`src/inc/pvsc_map.vh`:
```
// Register map, field layout and timer counts for the image decoder
// and special cycle generator. Assumes a 32-bit AXI4-Lite register bus.
// Summary of operation
// - Floor field gives lowest decoded PCI address
// - Claim when at or above floor, below limit
// - Zero limit means no upper bound
// - VME upper address is PCI plus offset
// - Select field: off, read-modify-write, address-only
// - Space bit picks memory or I/O match
// - Special cycle only on exact address match
// - Read-modify-write starts on a PCI read
// - Address-only starts on read or write
// - Match address holds PCI bits 31 to 2
// - No 64-bit acknowledge on special match
// - Mask bits select compare and swap bits
// - Read data compared under mask
// - On match write swap value back
// - Unmasked bits are not written back
// - Misc register holds legacy field, timer
// - Hold timer keeps VME ownership after transfer
`ifndef PVSC_MAP_VH
`define PVSC_MAP_VH

`define PVSC_OFS_FLOOR 12'h140
`define PVSC_OFS_LIMIT 12'h144
`define PVSC_OFS_TOFF 12'h148
`define PVSC_OFS_CTL 12'h170
`define PVSC_OFS_MADR 12'h174
`define PVSC_OFS_MASK 12'h178
`define PVSC_OFS_CMP 12'h17C
`define PVSC_OFS_SWP 12'h180
`define PVSC_OFS_MISC 12'h184
`define PVSC_OFS_STAT 12'h1C0

`define PVSC_IDX_FLOOR 4'h0
`define PVSC_IDX_LIMIT 4'h1
`define PVSC_IDX_TOFF 4'h2
`define PVSC_IDX_CTL 4'h3
`define PVSC_IDX_MADR 4'h4
`define PVSC_IDX_MASK 4'h5
`define PVSC_IDX_CMP 4'h6
`define PVSC_IDX_SWP 4'h7
`define PVSC_IDX_MISC 4'h8
`define PVSC_IDX_STAT 4'h9
`define PVSC_IDX_NONE 4'hF
`define PVSC_NREG 9

`define PVSC_WM_IMG 32'hFFFF0000
`define PVSC_WM_CTL 32'h00000007
`define PVSC_WM_MADR 32'hFFFFFFFC
`define PVSC_WM_ALL 32'hFFFFFFFF
`define PVSC_WM_MISC 32'hF7000000
`define PVSC_RST_VAL 32'h00000000

`define PVSC_CTL_SEL 1:0
`define PVSC_CTL_IO 2
`define PVSC_MISC_CWT 26:24

`define PVSC_SEL_OFF 2'h0
`define PVSC_SEL_RMW 2'h1
`define PVSC_SEL_ADO 2'h2

`define PVSC_CWT_16 10'h010
`define PVSC_CWT_32 10'h020
`define PVSC_CWT_64 10'h040
`define PVSC_CWT_128 10'h080
`define PVSC_CWT_246 10'h0F6
`define PVSC_CWT_512 10'h200
`define PVSC_CWT_NONE 10'h000

`define PVSC_RESP_OKAY 2'h0
`define PVSC_RESP_SLVERR 2'h2

`endif

```
`src/core/pvsc_top.v`:
```
// PCI target image 3 decode, address translation and special cycle
// generator (read-modify-write and address-only) with coupled hold.
// PCI and VME request ports come from logic on mclk_i; no syncing.
`timescale 1ns/1ps
`include "pvsc_map.vh"
module pvsc_top (
  // Clock, reset, enable
  input wire mclk_i,
  input wire reset_n_i,
  input wire ce_i,
  // AXI4-Lite write
  input wire [11:0] s_axi_awaddr_i,
  input wire s_axi_awvalid_i,
  output wire s_axi_awready_o,
  input wire [31:0] s_axi_wdata_i,
  input wire [3:0] s_axi_wstrb_i,
  input wire s_axi_wvalid_i,
  output wire s_axi_wready_o,
  output wire [1:0] s_axi_bresp_o,
  output wire s_axi_bvalid_o,
  input wire s_axi_bready_i,
  // AXI4-Lite read
  input wire [11:0] s_axi_araddr_i,
  input wire s_axi_arvalid_i,
  output wire s_axi_arready_o,
  output wire [31:0] s_axi_rdata_o,
  output wire [1:0] s_axi_rresp_o,
  output wire s_axi_rvalid_o,
  input wire s_axi_rready_i,
  // PCI side request
  input wire pci_req_i,
  input wire [31:0] pci_addr_i,
  input wire pci_io_i,
  input wire pci_wr_i,
  input wire [31:0] pci_wdata_i,
  output wire pci_busy_o,
  output wire pci_done_o,
  output wire pci_claim_o,
  output wire pci_ack64_o,
  output wire [31:0] pci_rdata_o,
  // VME side request
  output wire vme_req_o,
  output wire [31:0] vme_addr_o,
  output wire vme_wr_o,
  output wire vme_adonly_o,
  output wire vme_lock_o,
  output wire [31:0] vme_wdata_o,
  output wire [31:0] vme_wmask_o,
  output wire vme_own_o,
  input wire vme_ack_i,
  input wire [31:0] vme_rdata_i
);

  localparam S_IDLE = 2'h0;
  localparam S_XFER = 2'h1;
  localparam S_RMWR = 2'h2;
  localparam S_RMWW = 2'h3;

  reg rst_s1_q;
  reg rst_s2_q;

  always @(posedge mclk_i or negedge reset_n_i) begin
    if (!reset_n_i) begin
      rst_s1_q <= 1'b0;
      rst_s2_q <= 1'b0;
    end else begin
      rst_s1_q <= 1'b1;
      rst_s2_q <= rst_s1_q;
    end
  end
  wire rst_n = rst_s2_q;

  function [3:0] idx_of;
    input [11:0] a;
    begin
      case (a)
        `PVSC_OFS_FLOOR: idx_of = `PVSC_IDX_FLOOR;
        `PVSC_OFS_LIMIT: idx_of = `PVSC_IDX_LIMIT;
        `PVSC_OFS_TOFF: idx_of = `PVSC_IDX_TOFF;
        `PVSC_OFS_CTL: idx_of = `PVSC_IDX_CTL;
        `PVSC_OFS_MADR: idx_of = `PVSC_IDX_MADR;
        `PVSC_OFS_MASK: idx_of = `PVSC_IDX_MASK;
        `PVSC_OFS_CMP: idx_of = `PVSC_IDX_CMP;
        `PVSC_OFS_SWP: idx_of = `PVSC_IDX_SWP;
        `PVSC_OFS_MISC: idx_of = `PVSC_IDX_MISC;
        `PVSC_OFS_STAT: idx_of = `PVSC_IDX_STAT;
        default: idx_of = `PVSC_IDX_NONE;
      endcase
    end
  endfunction

  // Writable bits per register; reserved bits stay zero
  function [31:0] wmask_of;
    input [3:0] i;
    begin
      case (i)
        `PVSC_IDX_FLOOR: wmask_of = `PVSC_WM_IMG;
        `PVSC_IDX_LIMIT: wmask_of = `PVSC_WM_IMG;
        `PVSC_IDX_TOFF: wmask_of = `PVSC_WM_IMG;
        `PVSC_IDX_CTL: wmask_of = `PVSC_WM_CTL;
        `PVSC_IDX_MADR: wmask_of = `PVSC_WM_MADR;
        `PVSC_IDX_MASK: wmask_of = `PVSC_WM_ALL;
        `PVSC_IDX_CMP: wmask_of = `PVSC_WM_ALL;
        `PVSC_IDX_SWP: wmask_of = `PVSC_WM_ALL;
        `PVSC_IDX_MISC: wmask_of = `PVSC_WM_MISC;
        default: wmask_of = `PVSC_RST_VAL;
      endcase
    end
  endfunction

  // AXI write channel state
  reg awready_q, wready_q, aw_got_q, w_got_q, bvalid_q;
  reg [11:0] awaddr_q;
  reg [31:0] wdata_q;
  reg [3:0] wstrb_q;
  reg [1:0] bresp_q;
  // AXI read channel state
  reg arready_q, rvalid_q;
  reg [31:0] rdata_q;
  reg [1:0] rresp_q;

  reg [31:0] rf_q [0:`PVSC_NREG-1];
  wire [3:0] widx = idx_of(awaddr_q);
  wire [3:0] ridx = idx_of(s_axi_araddr_i);
  wire wr_go = ce_i && aw_got_q && w_got_q && !bvalid_q;
  wire [31:0] wbits = {{8{wstrb_q[3]}}, {8{wstrb_q[2]}},
                       {8{wstrb_q[1]}}, {8{wstrb_q[0]}}};

  genvar gi;
  generate
    for (gi = 0; gi < `PVSC_NREG; gi = gi + 1) begin : g_reg
      wire [31:0] m;
      assign m = wbits & wmask_of(gi[3:0]);
      always @(posedge mclk_i or negedge rst_n) begin
        if (!rst_n) begin
          rf_q[gi] <= `PVSC_RST_VAL;
        end else if (wr_go && widx == gi[3:0]) begin
          rf_q[gi] <= (rf_q[gi] & ~m) | (wdata_q & m);
        end
      end
    end
  endgenerate

  always @(posedge mclk_i or negedge rst_n) begin
    if (!rst_n) begin
      awready_q <= 1'b1;
      wready_q <= 1'b1;
      aw_got_q <= 1'b0;
      w_got_q <= 1'b0;
      awaddr_q <= 12'h000;
      wdata_q <= `PVSC_RST_VAL;
      wstrb_q <= 4'h0;
      bvalid_q <= 1'b0;
      bresp_q <= `PVSC_RESP_OKAY;
    end else if (ce_i) begin
      if (s_axi_awvalid_i && awready_q) begin
        awready_q <= 1'b0;
        aw_got_q <= 1'b1;
        awaddr_q <= s_axi_awaddr_i;
      end
      if (s_axi_wvalid_i && wready_q) begin
        wready_q <= 1'b0;
        w_got_q <= 1'b1;
        wdata_q <= s_axi_wdata_i;
        wstrb_q <= s_axi_wstrb_i;
      end
      if (wr_go) begin
        aw_got_q <= 1'b0;
        w_got_q <= 1'b0;
        bvalid_q <= 1'b1;
        // Status is read-only, so writes to it are refused too
        if (widx == `PVSC_IDX_NONE || widx == `PVSC_IDX_STAT) begin
          bresp_q <= `PVSC_RESP_SLVERR;
        end else begin
          bresp_q <= `PVSC_RESP_OKAY;
        end
      end
      if (bvalid_q && s_axi_bready_i) begin
        bvalid_q <= 1'b0;
        awready_q <= 1'b1;
        wready_q <= 1'b1;
      end
    end
  end

  // Generator state
  reg [1:0] state_q;
  reg busy_q, done_q, claim_q, ack64_q, vreq_q, vwr_q, vado_q, vlock_q;
  reg own_q, cmp_ok_q, spc_seen_q;
  reg [31:0] prdata_q, vaddr_q, vwdata_q, vwmask_q;
  reg [9:0] tmr_q;
  reg [9:0] hold_cnt;
  wire [31:0] floor_w = rf_q[`PVSC_IDX_FLOOR];
  wire [31:0] limit_w = rf_q[`PVSC_IDX_LIMIT];
  wire [31:0] toff_w = rf_q[`PVSC_IDX_TOFF];
  wire [31:0] ctl_w = rf_q[`PVSC_IDX_CTL];
  wire [31:0] madr_w = rf_q[`PVSC_IDX_MADR];
  wire [31:0] mask_w = rf_q[`PVSC_IDX_MASK];
  wire [31:0] cmp_w = rf_q[`PVSC_IDX_CMP];
  wire [31:0] swp_w = rf_q[`PVSC_IDX_SWP];
  wire [31:0] misc_w = rf_q[`PVSC_IDX_MISC];
  wire [1:0] sel_w = ctl_w[`PVSC_CTL_SEL];
  // Compare on the upper half only; lower bits never bound the image
  wire img_hit = (pci_addr_i[31:16] >= floor_w[31:16]) &&
                 ((limit_w[31:16] == 16'h0000) ||
                  (pci_addr_i[31:16] < limit_w[31:16]));
  wire spc_hit = (sel_w != `PVSC_SEL_OFF) &&
                 (pci_addr_i[31:2] == madr_w[31:2]) &&
                 (pci_io_i == ctl_w[`PVSC_CTL_IO]);
  // Reserved select code starts no special cycle; a match still runs a plain transfer
  wire rmw_go = spc_hit && sel_w == `PVSC_SEL_RMW && !pci_wr_i;
  wire ado_go = spc_hit && sel_w == `PVSC_SEL_ADO;
  wire [15:0] vhi = pci_addr_i[31:16] + toff_w[31:16];
  wire rd_match = ((vme_rdata_i ^ cmp_w) & mask_w) == `PVSC_RST_VAL;

  always @* begin
    case (misc_w[`PVSC_MISC_CWT])
      3'h1: hold_cnt = `PVSC_CWT_16;
      3'h2: hold_cnt = `PVSC_CWT_32;
      3'h3: hold_cnt = `PVSC_CWT_64;
      3'h4: hold_cnt = `PVSC_CWT_128;
      3'h5: hold_cnt = `PVSC_CWT_246;
      3'h6: hold_cnt = `PVSC_CWT_512;
      default: hold_cnt = `PVSC_CWT_NONE;
    endcase
  end

  always @(posedge mclk_i or negedge rst_n) begin
    if (!rst_n) begin
      state_q <= S_IDLE;
      busy_q <= 1'b0;
      done_q <= 1'b0;
      claim_q <= 1'b0;
      ack64_q <= 1'b0;
      prdata_q <= `PVSC_RST_VAL;
      vreq_q <= 1'b0;
      vaddr_q <= `PVSC_RST_VAL;
      vwr_q <= 1'b0;
      vado_q <= 1'b0;
      vlock_q <= 1'b0;
      vwdata_q <= `PVSC_RST_VAL;
      vwmask_q <= `PVSC_RST_VAL;
      own_q <= 1'b0;
      tmr_q <= `PVSC_CWT_NONE;
      cmp_ok_q <= 1'b0;
      spc_seen_q <= 1'b0;
    end else if (ce_i) begin
      done_q <= 1'b0;
      case (state_q)
        S_IDLE: begin
          if (tmr_q != `PVSC_CWT_NONE) begin
            tmr_q <= tmr_q - 10'h001;
            if (tmr_q == 10'h001) begin
              own_q <= 1'b0;
            end
          end
          if (pci_req_i) begin
            claim_q <= img_hit || spc_hit;
            ack64_q <= img_hit && !spc_hit;
            vaddr_q <= {vhi, pci_addr_i[15:0]};
            vwdata_q <= pci_wdata_i;
            vwmask_q <= `PVSC_WM_ALL;
            vlock_q <= 1'b0;
            vado_q <= 1'b0;
            if (rmw_go) begin
              state_q <= S_RMWR;
              busy_q <= 1'b1;
              vreq_q <= 1'b1;
              vwr_q <= 1'b0;
              vlock_q <= 1'b1;
              own_q <= 1'b1;
              spc_seen_q <= 1'b1;
            end else if (ado_go) begin
              state_q <= S_XFER;
              busy_q <= 1'b1;
              vreq_q <= 1'b1;
              // No data phase, so never flagged as a write
              vwr_q <= 1'b0;
              vado_q <= 1'b1;
              own_q <= 1'b1;
              spc_seen_q <= 1'b1;
            end else if (img_hit || spc_hit) begin
              state_q <= S_XFER;
              busy_q <= 1'b1;
              vreq_q <= 1'b1;
              vwr_q <= pci_wr_i;
              own_q <= 1'b1;
            end else begin
              done_q <= 1'b1;
              prdata_q <= `PVSC_RST_VAL;
            end
          end
        end
        S_XFER: begin
          if (vme_ack_i) begin
            vreq_q <= 1'b0;
            vado_q <= 1'b0;
            state_q <= S_IDLE;
            busy_q <= 1'b0;
            done_q <= 1'b1;
            prdata_q <= (vwr_q || vado_q) ? `PVSC_RST_VAL : vme_rdata_i;
            tmr_q <= hold_cnt;
            own_q <= hold_cnt != `PVSC_CWT_NONE;
          end
        end
        S_RMWR: begin
          if (vme_ack_i) begin
            prdata_q <= vme_rdata_i;
            cmp_ok_q <= rd_match;
            if (rd_match) begin
              state_q <= S_RMWW;
              vwr_q <= 1'b1;
              vwmask_q <= mask_w;
              // Unmasked lanes carry the old data as a second guard
              vwdata_q <= (swp_w & mask_w) |
                          (vme_rdata_i & ~mask_w);
            end else begin
              vreq_q <= 1'b0;
              vlock_q <= 1'b0;
              state_q <= S_IDLE;
              busy_q <= 1'b0;
              done_q <= 1'b1;
              tmr_q <= hold_cnt;
              own_q <= hold_cnt != `PVSC_CWT_NONE;
            end
          end
        end
        S_RMWW: begin
          if (vme_ack_i) begin
            vreq_q <= 1'b0;
            vwr_q <= 1'b0;
            vlock_q <= 1'b0;
            state_q <= S_IDLE;
            busy_q <= 1'b0;
            done_q <= 1'b1;
            tmr_q <= hold_cnt;
            own_q <= hold_cnt != `PVSC_CWT_NONE;
          end
        end
        default: begin
          state_q <= S_IDLE;
          busy_q <= 1'b0;
          vreq_q <= 1'b0;
        end
      endcase
    end
  end

  // Status word: busy, ownership, last compare, special seen
  wire [31:0] stat_w = {28'h0000000, spc_seen_q, cmp_ok_q, own_q, busy_q};

  always @(posedge mclk_i or negedge rst_n) begin
    if (!rst_n) begin
      arready_q <= 1'b1;
      rvalid_q <= 1'b0;
      rdata_q <= `PVSC_RST_VAL;
      rresp_q <= `PVSC_RESP_OKAY;
    end else if (ce_i) begin
      if (s_axi_arvalid_i && arready_q) begin
        arready_q <= 1'b0;
        rvalid_q <= 1'b1;
        rresp_q <= `PVSC_RESP_OKAY;
        if (ridx == `PVSC_IDX_STAT) begin
          rdata_q <= stat_w;
        end else if (ridx == `PVSC_IDX_NONE) begin
          rdata_q <= `PVSC_RST_VAL;
          rresp_q <= `PVSC_RESP_SLVERR;
        end else begin
          rdata_q <= rf_q[ridx];
        end
      end
      if (rvalid_q && s_axi_rready_i) begin
        rvalid_q <= 1'b0;
        arready_q <= 1'b1;
      end
    end
  end

  assign s_axi_awready_o = awready_q;
  assign s_axi_wready_o = wready_q;
  assign s_axi_bresp_o = bresp_q;
  assign s_axi_bvalid_o = bvalid_q;
  assign s_axi_arready_o = arready_q;
  assign s_axi_rdata_o = rdata_q;
  assign s_axi_rresp_o = rresp_q;
  assign s_axi_rvalid_o = rvalid_q;
  assign pci_busy_o = busy_q;
  assign pci_done_o = done_q;
  assign pci_claim_o = claim_q;
  assign pci_ack64_o = ack64_q;
  assign pci_rdata_o = prdata_q;
  assign vme_req_o = vreq_q;
  assign vme_addr_o = vaddr_q;
  assign vme_wr_o = vwr_q;
  assign vme_adonly_o = vado_q;
  assign vme_lock_o = vlock_q;
  assign vme_wdata_o = vwdata_q;
  assign vme_wmask_o = vwmask_q;
  assign vme_own_o = own_q;

endmodule

```
`config.mk`:
```
export PLATFORM = sky130hd
export DESIGN_NAME = pvsc_top
export DESIGN_NICKNAME = d
export VERILOG_FILES = /design/src/core/pvsc_top.v
export VERILOG_INCLUDE_DIRS = /design/src /design/src/inc
export SDC_FILE = /design/constraint.sdc
export NUM_CORES = 1
export LEC_CHECK = 0
export ABC_CLOCK_PERIOD_IN_PS = 16510
export BUFFER_PORTS_ARGS = -buffer_cell sky130_fd_sc_hd__clkbuf_2
export CAP_MARGIN = 20
export CELL_PAD_IN_SITES_DETAIL_PLACEMENT = 1
export CELL_PAD_IN_SITES_GLOBAL_PLACEMENT = 1
export CORE_UTILIZATION = 45
export CTS_BUF_LIST = sky130_fd_sc_hd__clkbuf_16
export DETAILED_ROUTE_END_ITERATION = 10
export GPL_ROUTABILITY_DRIVEN = 0
export PLACE_DENSITY_LB_ADDON = 0.1
export SLEW_MARGIN = 10
export SYNTH_ARGS = -nofsm -noshare
export SYNTH_HDL_FRONTEND = slang
export SYNTH_SLANG_ARGS = --single-unit
```
`constraint.sdc`:
```
create_clock -name mclk_i -period 16.51 [get_ports mclk_i]
set_clock_uncertainty 0.05 [all_clocks]
set_input_delay 0.8255 -clock mclk_i [delete_from_list [all_inputs] [get_ports mclk_i]]
set_output_delay 0.8255 -clock mclk_i [all_outputs]
set_load 0.05 [all_outputs]
```
After elaboration in Yosys (flattened, before gate mapping)
Index checks and enable logic that the tools add are counted.
{ "word_totals": {"n_memories": 0, "latchBits": 0, "register_bits": 531, "elab_cells": 306, "romBits": 0, "ram_bits": 0} }
{ "classes": {"n_div": 0, "bitwise": 35, "n_mul": 0, "add_sub_neg": 2, "n_eq_ne": 58, "n_shift": 0, "magnitude_cmp": 3, "reduce_logical": 72, "muxes": 96} }
{ "ops": {"columns": ["op", "count"], "rows": [
  ["2-to-1 mux 32 bit", 17],
  ["AND 32 bit", 16],
  ["OR 32 bit", 10],
  ["== test 12 x 9 -> 1 bit, second input constant", 20],
  ["NOT 32 bit", 5],
  ["binary-select mux 32 bit (select 4 bit)", 1],
  ["case mux 32 bit (2 select lines)", 2],
  ["case mux 32 bit (3 select lines)", 1],
  ["case mux 4 bit (10 select lines)", 2],
  ["case mux 10 bit (6 select lines)", 1],
  ["2-to-1 mux 1 bit", 50],
  ["2-to-1 mux 10 bit", 4],
  ["AND 32 x 3 -> 32 bit", 1],
  ["zero test 32 bit", 1],
  ["NOT 3 -> 32 bit", 1],
  ["bitwise XOR 32 bit", 1],
  ["== test 30 bit", 1],
  ["case mux 10 bit (3 select lines)", 1],
  ["logical AND 1 bit", 24],
  ["== test 4 bit, second input constant", 5],
  ["2-to-1 mux 2 bit", 10],
  ["inequality test 2 bit, second input constant", 10],
  ["AND reduction 2 bit", 10],
  ["nonzero test 10 bit", 2],
  ["35 further kinds", 70]
]} }

Longest topological paths before layout
{ "logic_depth": {"word_depth": 9, "ltp_mapped": 12} }

Worst setup path after synthesis
No wires, ideal clock.
{ "synth_timing": {"path_type": "input to register", "startpoint": "input s_axi_araddr_i[1]", "endpoint": "register rdata_q[10], in the netlist s_axi_rdata_o[10]", "setup_slack_ps": 13435, "required_time_ps": 16339, "arrival_ps": 2904, "cell_stages": 10, "setup_time_ps": 121, "cell_sequence": "or4b_4 > or2_1 > buf_6 > nor4_4 > or2_1 > buf_4 > buf_6 > buf_4 > o22ai_1 > a22o_1"} }
{ "synth_between": {"elab_chain_len": 8, "word_cells_on_any_way": 19, "cone_classes": "12 x eq/ne; 6 x mux; 1 x bitwise"} }
{ "synth_lines": {"columns": ["item", "line", "source"], "rows": [
  ["start, declared", "pvsc_top.v:23", "input wire [11:0] s_axi_araddr_i,"],
  ["== test 12 x 9 -> 1 bit", "pvsc_top.v:76", "case (a)"],
  ["case mux 4 bit (10 select lines) *", "pvsc_top.v:76", null],
  ["NOT 4 -> 5 bit (not written as such)", "pvsc_top.v:369", "rdata_q <= rf_q[ridx];"],
  ["binary-select mux 32 bit (select 4 bit)", "pvsc_top.v:369", null],
  ["2-to-1 mux 32 bit (not written as such) (2 in series)", "pvsc_top.v:369", null],
  ["2-to-1 mux 32 bit", "pvsc_top.v:365", "end else if (ridx == `PVSC_IDX_NONE) begin"],
  ["2-to-1 mux 32 bit *", "pvsc_top.v:363", "if (ridx == `PVSC_IDX_STAT) begin"],
  ["end signal, assigned", "pvsc_top.v:364", "rdata_q <= stat_w;"],
  ["end signal, assigned", "pvsc_top.v:366", "rdata_q <= `PVSC_RST_VAL;"],
  ["end signal, assigned", "pvsc_top.v:369", null],
  ["end, declared", "pvsc_top.v:119", "reg [31:0] rdata_q;"]
]} }
Mark *: on every way between the ends. The rest lies on a longest branch, timed or not. The select of a mux whose other input is x is not followed.
A chain may end at the register's enable or synchronous reset.

Worst setup path in the final report
{ "layout_timing": {"startpoint": "input s_axi_araddr_i[3]", "endpoint": "register rdata_q[23], in the netlist s_axi_rdata_o[23]"} }
Same word-level chain as after synthesis.

==> impl_metrics.env <==
export IMPL_violations="design-rule violations"
export IMPL_p_comb_frac=0.301
export IMPL_crit_arrival_ns=4.41
export IMPL_detail_route_iter0_violations=1109
export IMPL_fillers=5161
export IMPL_timing_final_hold_violations=0
export IMPL_drv_max_cap_violation_count=0
export IMPL_grt_pass1_wl_um=110000
export IMPL_route_vias_total=16895
export IMPL_portBuffers=343
export IMPL_maxClockFrequency_mhz=250
export IMPL_r2r_slack_ns=12.83
export IMPL_clkSinkCount=425
export IMPL_stdcell_count=2909
export IMPL_number_of_endpoints_failing_setup_at_the_final_stage=0
export IMPL_hold_ws_ns=0.302
export IMPL_slew_limit_headroom=0.253
export IMPL_slew_viol_final=0
export IMPL_first_global_vias=17478
export IMPL_antenna_violations_before_repair=3
export IMPL_pwr_density_cell_mw_per_mm2=140
export IMPL_detailedPlacementHpwl_um=53800
export IMPL_rsz0062_at_grt="no"
export IMPL_worst_setup_slack_final_ns=12.51
export IMPL_fp_dieW_um=220
export IMPL_grt_util_all_layers=0.304
export IMPL_ys_flop_type="dfrtp_1"
export IMPL_internal_power_mw=2.06
export IMPL_synth_edff_count=0
export IMPL_finish_instance_area_mm2=0.0250
export IMPL_iteration_count_of_the_initial_detailed_routing_pass=8
export IMPL_post_layout_minimum_cycle_time_ns=4.00
export IMPL_cp_start_kind="primary input"
export IMPL_io_pin_count=346
export IMPL_ys_seq_elements=425
export IMPL_power_leakage_nw=11.7
export IMPL_timing_hold_worst_class="register to async pin"
export IMPL_timing_worst_setup_path_type="primary input to register"
export IMPL_worst_ir_drop_vdd_uv=98.5
export IMPL_clock_root_buffer="clkbuf_16"
export IMPL_synth_cell_area_mm2=0.0214
export IMPL_cts_inserted_buffers=48
export IMPL_worstMarginPinSlew_ns=1.12
export IMPL_placedCellCount=2821
export IMPL_clkTransAtPathRegs_ns=0.06
export IMPL_cp_num_buf_inv=1
export IMPL_cpMaxStageDelayCell="a21oi_2"
export IMPL_critPathMaxFanout=20
export IMPL_finalNetCount=2486
export IMPL_cts_tree="done"
export IMPL_synth_yosys_seq_area_share=0.498
export IMPL_grt_overflow=0
export IMPL_critPathMaxStageDelay_ns=0.87
export IMPL_postPlaceCellArea_mm2=0.0236
export IMPL_cts_resized_gates=0
export IMPL_core_mm2=0.0468
export IMPL_endpoint_kind="register"
export IMPL_synthesis_yosys_warnings=0
export IMPL_power_frac_clock=0.280
export IMPL_initial_utilization=0.457
export IMPL_r2r_start="state_q[0]"
export IMPL_avgSynthCellArea_um2=11.0
export IMPL_critical_path_cell_chain="clkbuf_2 -> or4b_1 -> o32a_1 -> a21oi_2 -> or2_1 -> nor2_1 -> a222oi_1 -> o21ai_2"
export IMPL_area_growth_syn_to_layout_pct=17.0
export IMPL_postSynthCellCount=1950
export IMPL_postSynth_asyncResetShare=1.00
export IMPL_drc=36
export IMPL_power_switching_mw=1.43
export IMPL_flop_pwr_share=0.419
export IMPL_capturing_point_of_the_worst_reg2reg_path="vme_wdata_o[5]"
export IMPL_run_status="finished with violations"
export IMPL_worst_ep_required_time_ns=16.92
export IMPL_period_share=0.242
export IMPL_die_height_um=220
export IMPL_num_rows=79
export IMPL_totalNegativeSetupSlack_ns=0
export IMPL_wl_um=72600
export IMPL_synth_distinct_cells=89
export IMPL_place_worst_setup_slack_ns=12.02
export IMPL_largest_net_degree_at_the_start_of_global_routing=174
export IMPL_sw_frac_of_total=0.410
export IMPL_timing_critical_path_max_delay_family="simple AND/OR/NAND/NOR gates"
export IMPL_clock_tree_htree_level_count=2
export IMPL_drt_antenna_violating_nets=0
export IMPL_drive_above_1_share=0.305
export IMPL_worst_r2r_path_depth=7
export IMPL_vias_per_cell=5.81
export IMPL_die_area_mm2=0.0484
export IMPL_ctsLongestPathBuffers=3
export IMPL_clkLatencyLatePin_ns=0.60
export IMPL_detail_routed_net_length_per_standard_cell_um=25.0
## layout by cell type (no fill, tap or decap), drive strengths merged, types with 23 or more instances in the layout
cell type / Yosys / routed
dfrtp: 422 / 422
clkbuf: 67 / 391
nand2: 245 / 245
mux2: 236 / 236
o21ai: 119 / 119
inv: 82 / 94
mux2i: 85 / 85
nor2: 81 / 81
a21oi: 66 / 66
xor2: 59 / 59
ha: 52 / 52
nand3: 40 / 40
o22a: 35 / 35
a22oi: 32 / 32
clkinv: 1 / 25
xnor2: 23 / 23
## logic make-up (layout without fill, tap and decap cells)
group,count (synthesis),count (layout),share of synthesized area
multiplexers,321,321,0.164
AO/OA/AOI/OAI,394,394,0.126
other,2,4,0.000351
XOR/XNOR,82,82,0.0336
AND/OR/NAND/NOR,493,493,0.111
adder cells (fa/ha/maj),54,54,0.0318
flip-flops,425,425,0.498
buffers and inverters,179,529,0.0357
## area by class of cell
class,count,area (um^2),area share
inverters,83,312,0.0125
repair buffers,360,1870,0.0748
clock buffers,48,1200,0.0480
multi-input cells,1347,10000,0.401
diodes,1,2.50,0.000100
flip-flops and latches,425,10600,0.425
well taps,607,759,0.0304
clock inverters,38,195,0.00780
## power groups by stage
stage               registers [mW]  clock network [mW]  logic, mW
floorplan                     1.83                   0      0.358
global placement              1.47                   0       1.04
detailed placement            1.48                   0       1.06
CTS                           1.47               0.998       1.06
global route                  1.50                1.04       1.13
finish                        1.47               0.980       1.05
## worst register-to-register path, cell delays in order (launching register included)
cell and delay (ns):
dfrtp_1 0.42, inv_1 0.10, ha_1 0.57, clkinv_1 0.52, o21ai_0 0.44, a21o_1 0.28
a21o_2 0.81, o21ai_0 0.31
## stage by stage
stage | total power [mW] | utilization
global placement | 2.50 | 0.505
detailed placement | 2.54 | 0.505
CTS | 3.53 | 0.535
finish | 3.50 | 0.535
global route | 3.66 | 0.535
floorplan | 2.19 | -
## Yosys cell counts (5+ instances only)
library cell / number / area (um^2)
a22o_1: 19 / 166
mux2_2: 234 / 2640
dfrtp_1: 422 / 10600
nor4_1: 12 / 75.1
nand4_1: 11 / 68.8
xor2_1: 59 / 517
buf_4: 10 / 75.1
nand2b_1: 14 / 87.6
o21ai_0: 112 / 561
a21o_1: 12 / 90.1
nor2_2: 6 / 37.5
a221oi_2: 5 / 75.1
a31oi_1: 7 / 43.8
a221oi_1: 14 / 123
nand3_1: 40 / 200
clkbuf_1: 66 / 248
o31ai_1: 7 / 52.6
nand2_1: 242 / 908
buf_6: 5 / 56.3
o22a_1: 35 / 307
ha_1: 52 / 651
xnor2_1: 23 / 201
o211ai_1: 12 / 90.1
nor3_1: 13 / 65.1
a21oi_1: 65 / 325
o21a_1: 6 / 45.0
a22oi_1: 32 / 240
and3_1: 11 / 68.8
o21ai_2: 5 / 43.8
nor2_1: 74 / 278
nand4b_1: 6 / 52.6
a211o_1: 5 / 43.8
inv_1: 82 / 308
nor2b_1: 10 / 62.6
mux2i_1: 85 / 851
and2_1: 6 / 37.5
o22ai_1: 14 / 87.6
a221o_1: 5 / 50.1
a211oi_1: 8 / 60.1
buf_2: 12 / 60.1
## layer usage
layer / routed length (um) / track usage / up-vias
met1: 30900 / 0.397 / 8757
met2: 35700 / 0.510 / 437
met4: 2410 / 0.107 / 2
met3: 3590 / 0.0472 / 108
li1: - / - / 7591
met5: 16 / 0 / -
## timing repair
| item | in CTS | in global routing |
|---|---|---|
| hold endpoints to repair | 2 | 0 |
| setup buffers | 0 | 0 |
| hold buffers | 1 | 0 |
## how the worst max path moves through the flow
stage,slack [ns],endpoint,startpoint,cells after the start
floorplan,3.74,async pin,rst_n,0
global placement,12.10,s_axi_rdata_o[19],s_axi_araddr_i[1],9
detailed placement,12.02,s_axi_rdata_o[19],s_axi_araddr_i[1],9
CTS,12.65,s_axi_rdata_o[19],s_axi_araddr_i[1],9
global route,12.41,s_axi_rdata_o[19],s_axi_araddr_i[1],9
finish,12.51,s_axi_rdata_o[23],s_axi_araddr_i[3],8
(Power assumes the default switching activity.)
